$ cat config.mk
export PLATFORM = sky130hd
export DESIGN_NAME = fsbu_top
export DESIGN_NICKNAME = d
export VERILOG_FILES = /design/src/hw/fsbu_pkg.sv /design/src/hw/fsbu_top.sv /design/src/hw/fsbu_key_slot.sv /design/src/hw/fsbu_strap_sample.sv
export SDC_FILE = /design/constraint.sdc
export NUM_CORES = 1
export LEC_CHECK = 0
export BUFFER_PORTS_ARGS = -buffer_cell sky130_fd_sc_hd__buf_2
export CAP_MARGIN = 20
export CELL_PAD_IN_SITES_DETAIL_PLACEMENT = 0
export CELL_PAD_IN_SITES_GLOBAL_PLACEMENT = 1
export CORE_UTILIZATION = 45
export DETAILED_ROUTE_END_ITERATION = 8
export PLACE_DENSITY_LB_ADDON = 0.1
export SYNTH_ARGS = -nofsm -noshare
export SYNTH_HDL_FRONTEND = slang
export SYNTH_HIERARCHICAL = 1
export SYNTH_SLANG_ARGS = --single-unit
$ cat constraint.sdc
create_clock -name mclk_in -period 4.6 [get_ports mclk_in]
set_input_delay 0.92 -clock mclk_in [delete_from_list [all_inputs] [get_ports mclk_in]]
set_output_delay 0.92 -clock mclk_in [all_outputs]
set_load 0.005 [all_outputs]
$ cat src/hw/fsbu_pkg.sv
package fsbu_pkg;

   // nonvolatile register area and its layout
   localparam logic [15:0] NV_FIRST_ADDR = 16'hffb0;
   localparam logic [15:0] NV_LAST_ADDR = 16'hffbf;
   localparam logic [15:0] KEY_FIRST_ADDR = 16'hffb0;
   localparam logic [15:0] KEY_LAST_ADDR = 16'hffb7;
   localparam int KEY_BYTES = 8;

   // 512-byte block holding the vectors and the nonvolatile area
   localparam logic [15:0] VECTOR_BLOCK_FIRST = 16'hfe00;

   // option byte fields
   localparam int OPT_KEY_EN_BIT = 7;
   localparam int OPT_SEC_HIGH_BIT = 1;
   localparam int OPT_SEC_LOW_BIT = 0;

   // protect byte field: vector block write-protected while set
   localparam int PROT_VECTOR_BIT = 0;

   // security field encodings and reset values
   localparam logic [1:0] SEC_UNSECURED = 2'h2;
   localparam logic [1:0] SEC_RESET = 2'h3;
   localparam logic [7:0] PROT_RESET = 8'h01;
   localparam logic [7:0] BYTE_RESET = 8'h00;
   localparam logic [15:0] ADDR_RESET = 16'h0000;

   typedef enum logic [0:0] {
      FSBU_ST_LOAD = 1'b0,
      FSBU_ST_RUN = 1'b1
   } fsbu_state_e;

   // one byte write from a bus master
   typedef struct packed {
      logic wr;
      logic [15:0] addr;
      logic [7:0] data;
      logic from_ram;
      logic from_bdc;
   } fsbu_bus_wr_s;

   // flash program or erase step handed to the flash controller
   typedef struct packed {
      logic valid;
      logic [15:0] addr;
      logic [7:0] data;
   } fsbu_flash_cmd_s;

endpackage

$ cat src/hw/fsbu_top.sv
`timescale 1ns/1ps
// Function
// - key disabled: key writes still diverted, but no capture, unlock or reject
// - key access on: key writes captured, no command
// - clearing access with full match unsecures
// - key accepted only from code in RAM
// - secure part refuses debug module enable
// - secure background entry needs pin low strap
// - protect register written only by background debug
// - erased blank check unsecures until reset
// - security field 1:0 means unsecured
// - nonvolatile area loads options, holds key
// - vector block protection also guards key
// - unlock never alters stored protection or key
module fsbu_top (
   input wire logic mclk_in,
   input wire logic rst_in,
   input wire logic ce_in,
   input wire fsbu_pkg::fsbu_bus_wr_s bus_wr_in,
   input wire logic protect_wr_in,
   input wire logic cfg_wr_in,
   input wire logic cfg_key_access_in,
   input wire logic [7:0] nonvolatile_option_byte_in,
   input wire logic [7:0] nonvolatile_protect_byte_in,
   input wire logic [63:0] backdoor_key_location_in,
   input wire logic blank_check_done_in,
   input wire logic blank_check_erased_in,
   input wire logic debug_enable_req_in,
   input wire logic background_mode_select_pin_in,
   output logic [1:0] security_field_out,
   output logic secure_out,
   output logic backdoor_key_enable_out,
   output logic key_access_mode_out,
   output logic [7:0] flash_protect_register_out,
   output fsbu_pkg::fsbu_flash_cmd_s flash_cmd_out,
   output logic key_reject_out,
   output logic debug_enable_out,
   output logic background_entry_allow_out,
   output logic ready_out
);

   fsbu_pkg::fsbu_state_e state_reg;
   fsbu_pkg::fsbu_state_e state_next;
   logic [1:0] sec_reg;
   logic [1:0] sec_next;
   logic key_en_reg;
   logic key_en_next;
   logic key_access_reg;
   logic key_access_next;
   logic [7:0] prot_reg;
   logic [7:0] prot_next;
   fsbu_pkg::fsbu_flash_cmd_s cmd_reg;
   fsbu_pkg::fsbu_flash_cmd_s cmd_next;
   logic reject_reg;
   logic reject_next;
   logic debug_reg;
   logic debug_next;
   logic bgnd_reg;
   logic bgnd_next;
   logic secure_reg;
   logic secure_next;
   logic ready_reg;
   logic ready_next;

   logic running;
   logic loading;
   logic access_opening;
   logic key_unlock;
   logic key_refused;
   logic blank_unlock;
   logic prot_bdc_write;
   logic vector_guarded;
   logic cmd_accept;
   logic in_key_range;
   logic in_vector_block;
   logic in_nv_area;
   logic key_write;
   logic key_capture;
   logic key_clear;
   logic access_closing;
   logic key_all_match;
   logic strap_level;
   logic strap_valid;
   logic [fsbu_pkg::KEY_BYTES-1:0] slot_match;
   logic [fsbu_pkg::KEY_BYTES-1:0] slot_written;

   assign running = (state_reg == fsbu_pkg::FSBU_ST_RUN);
   assign loading = (state_reg == fsbu_pkg::FSBU_ST_LOAD);
   assign in_key_range = bus_wr_in.addr >= fsbu_pkg::KEY_FIRST_ADDR &&
      bus_wr_in.addr <= fsbu_pkg::KEY_LAST_ADDR;
   assign in_vector_block = bus_wr_in.addr >= fsbu_pkg::VECTOR_BLOCK_FIRST;
   assign in_nv_area = bus_wr_in.addr >= fsbu_pkg::NV_FIRST_ADDR &&
      bus_wr_in.addr <= fsbu_pkg::NV_LAST_ADDR;

   // any non-protect write to a key location while access is open is diverted
   assign key_write = running && bus_wr_in.wr && !protect_wr_in &&
      key_access_reg && in_key_range;
   // only RAM code with the key enabled may fill the comparison bytes
   assign key_capture = key_write && key_en_reg && bus_wr_in.from_ram &&
      !bus_wr_in.from_bdc;
   assign access_closing = running && cfg_wr_in && key_access_reg &&
      !cfg_key_access_in;
   assign access_opening = running && cfg_wr_in && cfg_key_access_in &&
      !key_access_reg;
   // a fresh attempt always starts from empty slots
   assign key_clear = access_opening || access_closing;
   assign key_all_match = &slot_match && &slot_written;
   // with the key disabled a close gives neither unlock nor reject
   assign key_unlock = access_closing && key_en_reg && key_all_match;
   assign key_refused = access_closing && key_en_reg && !key_all_match;
   // unconditional path, whatever master ran the blank check
   assign blank_unlock = running && blank_check_done_in &&
      blank_check_erased_in;
   // application stores cannot touch block protection
   assign prot_bdc_write = running && protect_wr_in && bus_wr_in.wr &&
      bus_wr_in.from_bdc;
   // key and options share the vector block, so both are guarded
   assign vector_guarded = prot_reg[fsbu_pkg::PROT_VECTOR_BIT] &&
      (in_vector_block || in_nv_area);
   // diverted key bytes and protect writes never reach the flash
   assign cmd_accept = running && bus_wr_in.wr && !protect_wr_in &&
      !key_write && !vector_guarded;

   // slot i compares against byte i of the stored key, lowest address first
   genvar gi;
   generate
      for (gi = 0; gi < fsbu_pkg::KEY_BYTES; gi++) begin : g_slot
         fsbu_key_slot #(
            .SLOT_ADDR(16'(fsbu_pkg::KEY_FIRST_ADDR + 16'(gi)))
         ) u_slot (
            .mclk_in(mclk_in),
            .rst_in(rst_in),
            .ce_in(ce_in),
            .clear_in(key_clear),
            .capture_in(key_capture),
            .addr_in(bus_wr_in.addr),
            .data_in(bus_wr_in.data),
            .stored_in(backdoor_key_location_in[gi*8 +: 8]),
            .match_out(slot_match[gi]),
            .written_out(slot_written[gi])
         );
      end
   endgenerate

   fsbu_strap_sample u_strap (
      .mclk_in(mclk_in),
      .rst_in(rst_in),
      .ce_in(ce_in),
      .pin_in(background_mode_select_pin_in),
      .level_out(strap_level),
      .valid_out(strap_valid)
   );

   // load sequencing: one cycle to copy the nonvolatile bytes
   // ready lives in its own flop so the port has no logic behind it
   always_comb begin
      state_next = state_reg;
      ready_next = ready_reg;
      case (state_reg)
         fsbu_pkg::FSBU_ST_LOAD: begin
            state_next = fsbu_pkg::FSBU_ST_RUN;
            ready_next = 1'b1;
         end
         fsbu_pkg::FSBU_ST_RUN: begin
            ready_next = 1'b1;
         end
         default: begin
            state_next = fsbu_pkg::FSBU_ST_LOAD;
            ready_next = 1'b0;
         end
      endcase
   end

   always_ff @(posedge mclk_in or posedge rst_in) begin
      if (rst_in) begin
         state_reg <= fsbu_pkg::FSBU_ST_LOAD;
         ready_reg <= 1'b0;
      end else if (ce_in) begin
         state_reg <= state_next;
         ready_reg <= ready_next;
      end
   end

   // security field, key enable and key access
   always_comb begin
      sec_next = sec_reg;
      key_en_next = key_en_reg;
      key_access_next = key_access_reg;
      reject_next = 1'b0;
      if (loading) begin
         // working copies of the nonvolatile bytes, taken once
         sec_next = {nonvolatile_option_byte_in[fsbu_pkg::OPT_SEC_HIGH_BIT],
            nonvolatile_option_byte_in[fsbu_pkg::OPT_SEC_LOW_BIT]};
         key_en_next =
            nonvolatile_option_byte_in[fsbu_pkg::OPT_KEY_EN_BIT];
      end else if (running) begin
         if (cfg_wr_in) begin
            key_access_next = cfg_key_access_in;
         end
         if (key_unlock) begin
            // only the working field moves; nonvolatile stays put
            sec_next = fsbu_pkg::SEC_UNSECURED;
         end
         reject_next = key_refused;
         if (blank_unlock) begin
            sec_next = fsbu_pkg::SEC_UNSECURED;
         end
      end
   end

   always_ff @(posedge mclk_in or posedge rst_in) begin
      if (rst_in) begin
         sec_reg <= fsbu_pkg::SEC_RESET;
         key_en_reg <= 1'b0;
         key_access_reg <= 1'b0;
         reject_reg <= 1'b0;
      end else if (ce_in) begin
         sec_reg <= sec_next;
         key_en_reg <= key_en_next;
         key_access_reg <= key_access_next;
         reject_reg <= reject_next;
      end
   end

   // block protection: loaded once, then only background debug writes it
   always_comb begin
      prot_next = prot_reg;
      if (loading) begin
         prot_next = nonvolatile_protect_byte_in;
      end else if (prot_bdc_write) begin
         prot_next = bus_wr_in.data;
      end
   end

   always_ff @(posedge mclk_in or posedge rst_in) begin
      if (rst_in) begin
         prot_reg <= fsbu_pkg::PROT_RESET;
      end else if (ce_in) begin
         prot_reg <= prot_next;
      end
   end

   // flash command forwarding
   always_comb begin
      cmd_next.valid = 1'b0;
      cmd_next.addr = bus_wr_in.addr;
      cmd_next.data = bus_wr_in.data;
      // address and data ride along; only valid decides
      if (cmd_accept) begin
         cmd_next.valid = 1'b1;
      end
   end

   always_ff @(posedge mclk_in or posedge rst_in) begin
      if (rst_in) begin
         cmd_reg.valid <= 1'b0;
         cmd_reg.addr <= fsbu_pkg::ADDR_RESET;
         cmd_reg.data <= fsbu_pkg::BYTE_RESET;
      end else if (ce_in) begin
         cmd_reg <= cmd_next;
      end
   end

   // debug gating, follows the security field in the same cycle
   always_comb begin
      secure_next = (sec_next != fsbu_pkg::SEC_UNSECURED);
      debug_next = debug_enable_req_in && !secure_next;
      // before the strap is caught, a secure part keeps entry closed
      bgnd_next = !secure_next ||
         (strap_valid && !strap_level);
   end

   always_ff @(posedge mclk_in or posedge rst_in) begin
      if (rst_in) begin
         secure_reg <= 1'b1;
         debug_reg <= 1'b0;
         bgnd_reg <= 1'b0;
      end else if (ce_in) begin
         secure_reg <= secure_next;
         debug_reg <= debug_next;
         bgnd_reg <= bgnd_next;
      end
   end

   assign security_field_out = sec_reg;
   assign secure_out = secure_reg;
   assign backdoor_key_enable_out = key_en_reg;
   assign key_access_mode_out = key_access_reg;
   assign flash_protect_register_out = prot_reg;
   assign flash_cmd_out = cmd_reg;
   assign key_reject_out = reject_reg;
   assign debug_enable_out = debug_reg;
   assign background_entry_allow_out = bgnd_reg;
   assign ready_out = ready_reg;

endmodule // fsbu_top

$ cat src/hw/fsbu_key_slot.sv
`timescale 1ns/1ps
// one captured backdoor key byte and its comparison
module fsbu_key_slot #(
   parameter logic [15:0] SLOT_ADDR = 16'hffb0
) (
   input wire logic mclk_in,
   input wire logic rst_in,
   input wire logic ce_in,
   input wire logic clear_in,
   input wire logic capture_in,
   input wire logic [15:0] addr_in,
   input wire logic [7:0] data_in,
   input wire logic [7:0] stored_in,
   output logic match_out,
   output logic written_out
);

   logic [7:0] byte_reg;
   logic [7:0] byte_next;
   logic written_reg;
   logic written_next;

   always_comb begin
      byte_next = byte_reg;
      written_next = written_reg;
      if (clear_in) begin
         byte_next = fsbu_pkg::BYTE_RESET;
         written_next = 1'b0;
      end else if (capture_in && addr_in == SLOT_ADDR) begin
         byte_next = data_in;
         written_next = 1'b1;
      end
   end

   always_ff @(posedge mclk_in or posedge rst_in) begin
      if (rst_in) begin
         byte_reg <= fsbu_pkg::BYTE_RESET;
         written_reg <= 1'b0;
      end else if (ce_in) begin
         byte_reg <= byte_next;
         written_reg <= written_next;
      end
   end

   assign match_out = written_reg && (byte_reg == stored_in);
   assign written_out = written_reg;

endmodule // fsbu_key_slot

$ cat src/hw/fsbu_strap_sample.sv
`timescale 1ns/1ps
// catches a pin level at the first enabled edge after reset release
module fsbu_strap_sample (
   input wire logic mclk_in,
   input wire logic rst_in,
   input wire logic ce_in,
   input wire logic pin_in,
   output logic level_out,
   output logic valid_out
);

   logic level_reg;
   logic level_next;
   logic valid_reg;
   logic valid_next;

   always_comb begin
      level_next = level_reg;
      valid_next = valid_reg;
      if (!valid_reg) begin
         level_next = pin_in;
         valid_next = 1'b1;
      end
   end

   // async reset loads a constant; the pin is only sampled by the clock
   always_ff @(posedge mclk_in or posedge rst_in) begin
      if (rst_in) begin
         level_reg <= 1'b1;
         valid_reg <= 1'b0;
      end else if (ce_in) begin
         level_reg <= level_next;
         valid_reg <= valid_next;
      end
   end

   assign level_out = level_reg;
   assign valid_out = valid_reg;

endmodule // fsbu_strap_sample

==> results.json, run 1 <==
{
  "initial_core_util_pct": 46.4,
  "place_congestion": 0.788,
  "synth_area_per_cell_um2": 9.46,
  "tightest_slew_ns": 0.854,
  "ys_types": 50,
  "ys_seq_area_share_pct": 41.1,
  "leakage_uw": 0.00393,
  "yosysWarnings": 6,
  "tritoncts": "built",
  "coreArea_um2": 15300,
  "power_frac_clock_pct": 50.1,
  "area_delta_synth_final_pct": 22.4,
  "synthFlopType": "dfrtp_1",
  "routed_wl_mm": 20.0,
  "critPathMaxFanout": 21,
  "seq_power_share_pct": 37.2,
  "dieHeight_um": 127,
  "netlist_area_um2": 7080,
  "vias": 6187,
  "finalHoldViolations": 0,
  "cts.path.max_buffers": 2,
  "finalCriticalPeriod_ns": 3.02,
  "drv_slew": 0,
  "postRouteAntennaNets": 0,
  "htree_levels": 4,
  "timing.hold.ws_ns": 0.475,
  "routedWlPerCell_um": 17.9,
  "cts-root-buf": "clkbuf_16",
  "drc_errors": 0,
  "placed_cells": 1081,
  "synth-seq-cells": 116,
  "antenna_found_initial": 0,
  "overflow": 0,
  "endpoint_kind": "flop",
  "grt_pass1_vias": 6173,
  "clkLatencyLatePin_ns": 0.42,
  "r2r_slack_ns": 1.58,
  "finalSetupViolations": 0,
  "port-buffer-count": 153,
  "cts.sinks": 116,
  "power.total_uw": 2950,
  "grt_max_degree": 88,
  "largest_reg_flops": 64,
  "power.density_nw_per_um2": 340,
  "dieArea_um2": 16200,
  "nets": 1006,
  "swShare_pct": 23.8,
  "period_share_pct": 65.6,
  "diodes": 0,
  "ctsHoldBuffers": 0,
  "switchingPower_uw": 703,
  "grt_pass1_wl_mm": 32.3,
  "ir_worst_vdd_mv": 0.243,
  "cts_inserted_buffers": 17,
  "crit_arrival_ns": 3.35,
  "finClkSkew_ns": 0.00591,
  "synth_nets": 865,
  "cell_internal_pwr_uw": 2250,
  "drive_gt1_share_pct": 26.6,
  "drt_pass1_iterations": 7,
  "cp-start-kind": "flop",
  "max_freq_ghz": 0.332,
  "io_pins": 159,
  "post_cts_resized": 0,
  "worstSetupPathType": "reg -> reg",
  "synth_edf_count": 0,
  "cap_viol_max_count": 0,
  "max-slew-margin-rel_pct": 43.1,
  "avgViaCountPerCell": 5.56,
  "syn_inst": 748,
  "tns_ns": 0,
  "fill_cells": 1343,
  "outcome": "finished clean",
  "combPwrFrac_pct": 12.7,
  "synthArstFlopShare_pct": 100,
  "grtUsageTotal_pct": 26.1,
  "layoutNonFillerInstCount": 1113,
  "hpwl_mm": 13.7,
  "min_path_type": "reg -> reg",
  "first_iter_violations": 360,
  "crit_required_ns": 4.94,
  "clk_pin_slew_ns": 0.05,
  "fp-row-count": 45,
  "die_x_um": 127,
  "post_cts_buffers": 0,
  "rsz0062_at_grt": "no"
}
## placed cells by master (no fill, tap or decap), types with 3 or more instances in the layout
cell / n
o21a_1: 9
nand4b_1: 6
nor2b_1: 36
a21oi_1: 8
dfrtp_1: 111
bufinv_16: 5
nand2b_1: 68
nor4_1: 12
buf_2: 152
or4_1: 32
xnor2_1: 42
nor2_1: 15
o21ai_0: 33
clkinv_2: 3
xor2_1: 23
or3_1: 6
mux2i_1: 40
or4b_1: 4
clkbuf_16: 17
nand3_2: 4
and3_1: 11
nand4_1: 34
inv_1: 12
and4_1: 7
buf_4: 5
dfstp_2: 5
nor4_2: 5
mux2_2: 26
nand2_1: 90
nor4bb_1: 4
clkbuf_8: 4
nand3_1: 44
## critical path, cell delays in order (launching register included)
cell and delay, ns:
dfrtp_1 0.89, nand2_1 0.10, nor2_1 0.17, nand4_1 0.14
nor3_1 0.20, buf_4 0.24, nand4b_1 0.14, nor4_2 0.76
mux2i_1 0.28
## power groups by stage
| stage | Clock [uW] | Sequential [uW] | Combinational (uW) |
|---|---|---|---|
| final | 1480 | 1100 | 375 |
| after global routing | 1550 | 1100 | 415 |
| after CTS | 1500 | 1100 | 379 |
| after detailed placement | 0 | 1110 | 377 |
| after global placement | 0 | 1110 | 368 |
| after floorplan | 0 | 1110 | 181 |
## per-layer routing
layer  routed length (um)  GRT usage [%]
met2                 9250           40.9
met4                  362           9.66
met5                    0              0
met3                 1360           7.04
met1                 9000           34.5
## metrics by stage
stage / worst slack [ns] / cell area [um2] / utilization, %
6_report: 1.58 / 8670 / 56.8
5_1_grt: 1.24 / 8670 / 56.8
4_1_cts: 1.59 / 8670 / 56.8
3_5_place_dp: 1.22 / 8010 / 52.5
3_3_place_gp: 1.27 / 8010 / 52.5
2_1_floorplan: 1.27 / 7080 / -
## cell type report
type,instances,area [um2],share of cell area [%]
clock inverters,9,173,1.99
clock buffers,23,488,5.63
inverters,13,48.8,0.563
repair buffers,158,818,9.44
multi-input cells,583,3970,45.8
flip-flops and latches,116,2910,33.6
well taps,211,264,3.05
## path summary, 6_finish.rpt
path	start	to	cells after the start
max in group asynchronous	rst_in	security_field_out[0]	3
min in group asynchronous	rst_in	flash_cmd_out[18]	2
worst min-delay path	secure_out	secure_out	2
worst max-delay path	ready_out	g_slot[2].u_slot/byte_reg[4]	8
worst min register to register	secure_out	secure_out	2
worst max register to register	ready_out	g_slot[2].u_slot/byte_reg[4]	8
## Yosys cell counts (8+ instances only)
master    count  area (um2)
nor2_1       15        56.3
inv_1        13        48.8
mux2_2       26         293
a21oi_1       8        40.0
xor2_1       23         201
clkbuf_1     19        71.3
nand2b_1     68         425
xnor2_1      42         368
mux2i_1      40         400
o21ai_0      33         165
or4_1        32         240
nand4_1      34         213
dfrtp_1     111        2780
and3_1       12        75.1
buf_2         8        40.0
nand3_1      44         220
nor2b_1      36         225
nand2_1      90         338
o21a_1        9        67.6
nor4_1       12        75.1
## logic make-up (layout without fill, tap and decap cells)
logic type	count (synthesis)	after routing	share of synthesized area [%]
muxes	67	67	10.0
AOI/OAI and AO/OA	61	61	5.30
buffers and inverters	49	203	2.90
and+or+nand+nor	390	390	32.7
DFF	116	116	41.1
xor gates and xnor gates	65	65	8.04
Note: power is estimated with default switching activity, not from simulation.
==> run 2: changes to the inputs <==
--- a/config.mk
+++ b/config.mk
@@ -9,7 +9,7 @@
 export CAP_MARGIN = 20
 export CELL_PAD_IN_SITES_DETAIL_PLACEMENT = 0
 export CELL_PAD_IN_SITES_GLOBAL_PLACEMENT = 1
-export CORE_UTILIZATION = 45
+export CORE_UTILIZATION = 42
 export DETAILED_ROUTE_END_ITERATION = 8
 export PLACE_DENSITY_LB_ADDON = 0.1
 export SYNTH_ARGS = -nofsm -noshare
==> constraint.sdc (replaced) <==
create_clock -name mclk_in -period 2.8 [get_ports mclk_in]
set_input_delay 0.56 -clock mclk_in [delete_from_list [all_inputs] [get_ports mclk_in]]
set_output_delay 0.56 -clock mclk_in [all_outputs]
set_load 0.005 [all_outputs]
==> run 2 against run 1 <==
Against the previous run:
- design area grew 3.1%
- count of clock-buffer cells in the layout grew 1
- flip-flop and latch count is the same
- critical path depth grew 2
==> results.json, run 2 (synthesis gave the netlist of run 1 again) <==
{
  "outcome": "finished clean",
  "layout_common_cells": "152 x buf_2, 111 x dfrtp_1, 90 x nand2_1",
  "tightest_slew_ns": 0.888,
  "cts-root-buf": "clkbuf_16",
  "r2r_slack_ns": 0.29,
  "fill_cells": 1532,
  "critPathSlowestCell": "dfrtp_1",
  "leakage_uw": 0.00409,
  "max-slew-margin-rel_pct": 40.7,
  "tns_ns": 0,
  "cts.path.max_buffers": 2,
  "vias": 6333,
  "area_delta_synth_final_pct": 26.3,
  "critPathMaxFanout": 3,
  "path_cells": "xnor2_1 -> nand4_1 -> nor4_1 -> and3_1 -> nand4_1 -> buf_4 -> nor4_4 -> a221o_2 -> a2bb2oi_2 -> o22a_2",
  "drive_gt1_share_pct": 29.6,
  "port-buffer-count": 153,
  "r2r_cells": 10,
  "die_x_um": 132,
  "coreArea_um2": 16500,
  "fp-row-count": 47,
  "cts.sinks": 116,
  "post_cts_resized": 0,
  "finalSetupViolations": 0,
  "period_share_pct": 89.5,
  "rr_startpoint": "g_slot[6].u_slot/byte_reg[1]",
  "avgViaCountPerCell": 5.47,
  "largest_reg_flops": 64,
  "finClkSkew_ns": 0.00753,
  "dieHeight_um": 132,
  "initial_core_util_pct": 42.8,
  "tritoncts": "built",
  "post_cts_buffers": 0,
  "power.density_nw_per_um2": 540,
  "overflow": 0,
  "drc_errors": 0,
  "worstSetupPathType": "reg -> reg",
  "first_iter_violations": 367,
  "io_pins": 159,
  "crit_arrival_ns": 2.87,
  "antenna_found_initial": 0,
  "ir_worst_vdd_mv": 0.387,
  "hpwl_mm": 14.8,
  "max_freq_ghz": 0.399,
  "cts_inserted_buffers": 17,
  "endpoint_kind": "flop",
  "clk_pin_slew_ns": 0.06,
  "drt_pass1_iterations": 5,
  "multi_input_area_um2": 3970,
  "ctsHoldBuffers": 0,
  "finalHoldViolations": 0,
  "path_buf_inv": 1,
  "cap_viol_max_count": 0,
  "htree_levels": 4,
  "crit_cells": 10,
  "dieArea_um2": 17400,
  "grt_pass1_vias": 6511,
  "nets": 1042,
  "clkLatencyLatePin_ns": 0.42,
  "diodes": 0,
  "crit_top_cell": "nand4_1",
  "postRouteAntennaNets": 0,
  "critPathTopFamily": "simple AND/OR/NAND/NOR gates",
  "routedWlPerCell_um": 18.2,
  "grt_pass1_wl_mm": 34.1,
  "finalCriticalPeriod_ns": 2.51,
  "place_congestion": 0.823,
  "cp-start-kind": "flop",
  "grt_max_degree": 49,
  "grtUsageTotal_pct": 25.2,
  "power.total_uw": 4830,
  "regArea_um2": 2910,
  "crit_path_max_incr_delay_ns": 0.41,
  "drv_slew": 0,
  "timing.hold.ws_ns": 0.152,
  "min_path_type": "in -> async",
  "routed_wl_mm": 21.0,
  "rr_endpoint": "background_entry_allow_out",
  "crit_required_ns": 3.17,
  "final_common_cell": "buf_2",
  "rsz0062_at_grt": "no"
}
-- run 2: final cells by class --
type	instances	area share (%)
clock buffers	24	5.61
clock inverters	8	1.62
inverters	13	0.546
repair buffers	194	12.2
flip-flops and latches	116	32.5
multi-input cells	583	44.4
well taps	220	3.08
-- run 2: through the flow --
| stage | instances | setup WS [ns] | area, um2 | utilization (%) |
|---|---|---|---|---|
| 6_report | 1158 | 0.295 | 8940 | 54.1 |
| 5_1_grt | 1158 | 0.125 | 8940 | 54.1 |
| 4_1_cts | 1158 | 0.296 | 8940 | 54.1 |
| 3_5_place_dp | 1126 | -0.0911 | 8290 | 50.2 |
| 3_3_place_gp | 1126 | -0.0646 | 8290 | 50.2 |
| 2_1_floorplan | 748 | 0.115 | 7080 | - |
-- run 2: layer usage --
metal,share of wire [%],wire length (um),vias up,global-route usage [%]
li1,-,-,3006,-
met1,47,9790,3076,34.1
met2,45,9440,224,39.8
met3,7.2,1520,27,6.31
met4,1.4,301,0,7.95
met5,0,0,-,0
-- run 2: how the worst max path moves through the flow --
| stage | to | slack, ns | from |
|---|---|---|---|
| final | background_entry_allow_out | 0.29 | g_slot[6].u_slot/byte_reg[1] |
| after global routing | background_entry_allow_out | 0.13 | g_slot[6].u_slot/byte_reg[0] |
| after CTS | background_entry_allow_out | 0.30 | g_slot[6].u_slot/byte_reg[5] |
| after detailed placement | g_slot[7].u_slot/byte_reg[6] | -0.09 | bus_wr_in[13] |
| after global placement | g_slot[7].u_slot/byte_reg[1] | -0.06 | bus_wr_in[16] |
| after floorplan | g_slot[4].u_slot/byte_reg[6] | 0.11 | bus_wr_in[16] |
-- run 2: power breakdown --
group	internal [uW]	switching [uW]	leakage, uW
sequential	1760	44.8	0.00151
combinational	283	364	0.00227
clock	1600	775	0.000312
total	3640	1180	0.00409
==> run 3: changes to the inputs <==
--- a/config.mk
+++ b/config.mk
@@ -9,10 +9,9 @@
 export CAP_MARGIN = 20
 export CELL_PAD_IN_SITES_DETAIL_PLACEMENT = 0
 export CELL_PAD_IN_SITES_GLOBAL_PLACEMENT = 1
-export CORE_UTILIZATION = 42
+export CORE_UTILIZATION = 40
 export DETAILED_ROUTE_END_ITERATION = 8
 export PLACE_DENSITY_LB_ADDON = 0.1
 export SYNTH_ARGS = -nofsm -noshare
 export SYNTH_HDL_FRONTEND = slang
-export SYNTH_HIERARCHICAL = 1
 export SYNTH_SLANG_ARGS = --single-unit
==> run 3 against run 2 <==
Against the previous run:
- routed wire length is 33% lower
- combinational power is 32% lower
- global-route usage is 3.4 points lower
- sequential power hardly changed
- highest routed layer unchanged
- critical path type unchanged
- final cell count is 27% lower
==> results.json, run 3 <==
{
  "post_cts_buffers": 0,
  "netlist.area_leader.share_pct": 50.8,
  "hpwl_mm": 10.1,
  "grt_max_degree": 116,
  "ys_seq_area_share_pct": 53.2,
  "port-buffer-count": 153,
  "cts_inserted_buffers": 17,
  "leakage_uw": 0.00335,
  "r2r_slack_ns": 0.54,
  "drc_errors": 0,
  "finalCriticalPeriod_ns": 2.26,
  "finalSetupViolations": 0,
  "syn_inst": 500,
  "routedWlPerCell_um": 16.6,
  "synth_top_cell_by_area": "dfrtp_1",
  "rr_startpoint": "g_slot[0].u_slot.byte_reg[0]",
  "met2_length_mm": 6.60,
  "tritoncts": "built",
  "vias": 4314,
  "grt_pass1_vias": 4500,
  "max_freq_ghz": 0.442,
  "routed_wl_mm": 14.1,
  "synth_edf_count": 0,
  "finish.instance_area_um2": 6990,
  "worst_slack_ns": 0.539,
  "tightest_slew_ns": 0.720,
  "rsz0062_at_grt": "no",
  "cts.sinks": 115,
  "cp-start-kind": "flop",
  "initial_core_util_pct": 40.9,
  "synth_area_per_cell_um2": 10.8,
  "cts-root-buf": "clkbuf_16",
  "finClkSkew_ns": 0.00480,
  "clkLatencyLatePin_ns": 0.40,
  "fp-row-count": 42,
  "synthArstFlopShare_pct": 100,
  "synthTopCellsByArea": "dfrtp_1 51%, xor2_1 7.3%, nand3_1 6.2%, mux2_2 5.4%, o21ai_0 3.5%",
  "place_congestion": 0.781,
  "clk_pin_slew_ns": 0.05,
  "endpoint_kind": "flop",
  "netlist_area_um2": 5420,
  "timing.hold.ws_ns": 0.340,
  "drt_pass1_iterations": 4,
  "outcome": "finished clean",
  "synthFlopType": "dfrtp_1",
  "fill_cells": 1273,
  "synth.most_common_cell": "dfrtp_1",
  "die_x_um": 118,
  "period_share_pct": 80.8,
  "postPlaceCellArea_um2": 6380,
  "area_delta_synth_final_pct": 28.9,
  "power.density_nw_per_um2": 627,
  "layout_common_cells": "153 x buf_2, 110 x dfrtp_1, 67 x nand3_1",
  "dieArea_um2": 14000,
  "avgViaCountPerCell": 5.09,
  "top_layer": "met4",
  "power.total_uw": 4380,
  "htree_levels": 4,
  "diodes": 0,
  "nets": 776,
  "drv_slew": 0,
  "r2r_cells": 6,
  "drive_gt1_share_pct": 37.8,
  "grtUsageTotal_pct": 21.8,
  "rr_endpoint": "security_field_out[1]",
  "overflow": 0,
  "max-slew-margin-rel_pct": 52.0,
  "cts.path.max_buffers": 2,
  "antenna_found_initial": 0,
  "drt-met1-wl_mm": 6.42,
  "met3_length_um": 928,
  "tns_ns": 0,
  "final_common_cell": "buf_2",
  "ctsHoldBuffers": 0,
  "crit_required_ns": 3.10,
  "critPathMaxFanout": 3,
  "grt_pass1_wl_mm": 23.2,
  "worstSetupPathType": "reg -> reg",
  "ys_types": 45,
  "yosysWarnings": 0,
  "place_ws_ns": 0.165,
  "coreArea_um2": 13200,
  "synth_nets": 617,
  "largest_reg_flops": 64,
  "crit_arrival_ns": 2.56,
  "dieHeight_um": 118,
  "min_path_type": "in -> async",
  "synth-seq-cells": 115,
  "io_pins": 159,
  "synth.top_cells.by_count": "110 x dfrtp_1, 67 x nand3_1, 45 x xor2_1",
  "cap_viol_max_count": 0,
  "ir_worst_vdd_mv": 0.352,
  "postRouteAntennaNets": 0,
  "post_cts_resized": 0,
  "first_iter_violations": 229,
  "finalHoldViolations": 0
}
-- run 3: cell types whose count changed after synthesis, sizes merged, moves of 24 or more --
cell | before | now
nand2b | 70 | 0
nand2 | 90 | 21
o21ai | 33 | 70
nor2b | 37 | 3
mux2i | 40 | 9
or4 | 32 | 3
xnor2 | 42 | 16
nand3 | 48 | 73
nand4 | 34 | 10
-- run 3: critical path, cell delays in order (launching register included) --
cell and delay, ns:
dfrtp_1 0.38, xnor2_1 0.33, nand4_1 0.15, or4_1 0.46, nor4_2 0.30, a31oi_1 0.21
a221oi_1 0.31
-- run 3: per-stage QoR --
stage,util (%),std cells
6_report,52.7,848
5_1_grt,52.7,848
2_1_floorplan,-,500
3_5_place_dp,48.2,816
3_3_place_gp,48.2,816
4_1_cts,52.7,848
-- run 3: cells by family after synthesis --
group | after synthesis | synth area share (%)
and+or+nand+nor | 154 | 16.5
xor gates and xnor gates | 61 | 9.86
muxes | 35 | 7.07
DFF | 115 | 53.2
buffers and inverters | 35 | 2.86
AOI/OAI and AO/OA | 100 | 10.5
-- run 3: per-layer routing --
layer | vias up | global-route usage, %
met3 | 12 | 5.98
met5 | - | 0
li1 | 2113 | -
met2 | 122 | 34.4
met1 | 2067 | 29.0
met4 | 0 | 7.36
-- run 3: final cells by class --
| class | instances | area (um2) | share of cell area [%] |
|---|---|---|---|
| clock buffer | 23 | 508 | 7.27 |
| clock inverter | 9 | 100 | 1.43 |
| inverter | 14 | 56.3 | 0.806 |
| multi-input combinational | 350 | 2380 | 34.0 |
| sequential | 115 | 2880 | 41.3 |
| tap | 176 | 220 | 3.15 |
| timing repair buffer | 161 | 838 | 12.0 |
-- run 3: worst max-delay path by stage --
stage,slack [ns],from,cells after the start,to
final,0.54,g_slot[0].u_slot.byte_reg[0],6,security_field_out[1]
after global routing,0.32,g_slot[0].u_slot.byte_reg[0],6,security_field_out[1]
after CTS,0.48,g_slot[0].u_slot.byte_reg[0],6,security_field_out[1]
after detailed placement,0.17,bus_wr_in[16],7,g_slot[2].u_slot.byte_reg[4]
after global placement,0.21,bus_wr_in[16],7,g_slot[6].u_slot.byte_reg[5]
after floorplan,0.61,bus_wr_in[16],7,g_slot[2].u_slot.byte_reg[7]
-- run 3: report_power, final --
group / switching (uW) / total (uW) / internal, uW
logic: 251 / 440 / 189
registers: 37.4 / 1770 / 1740
clock network: 723 / 2160 / 1440
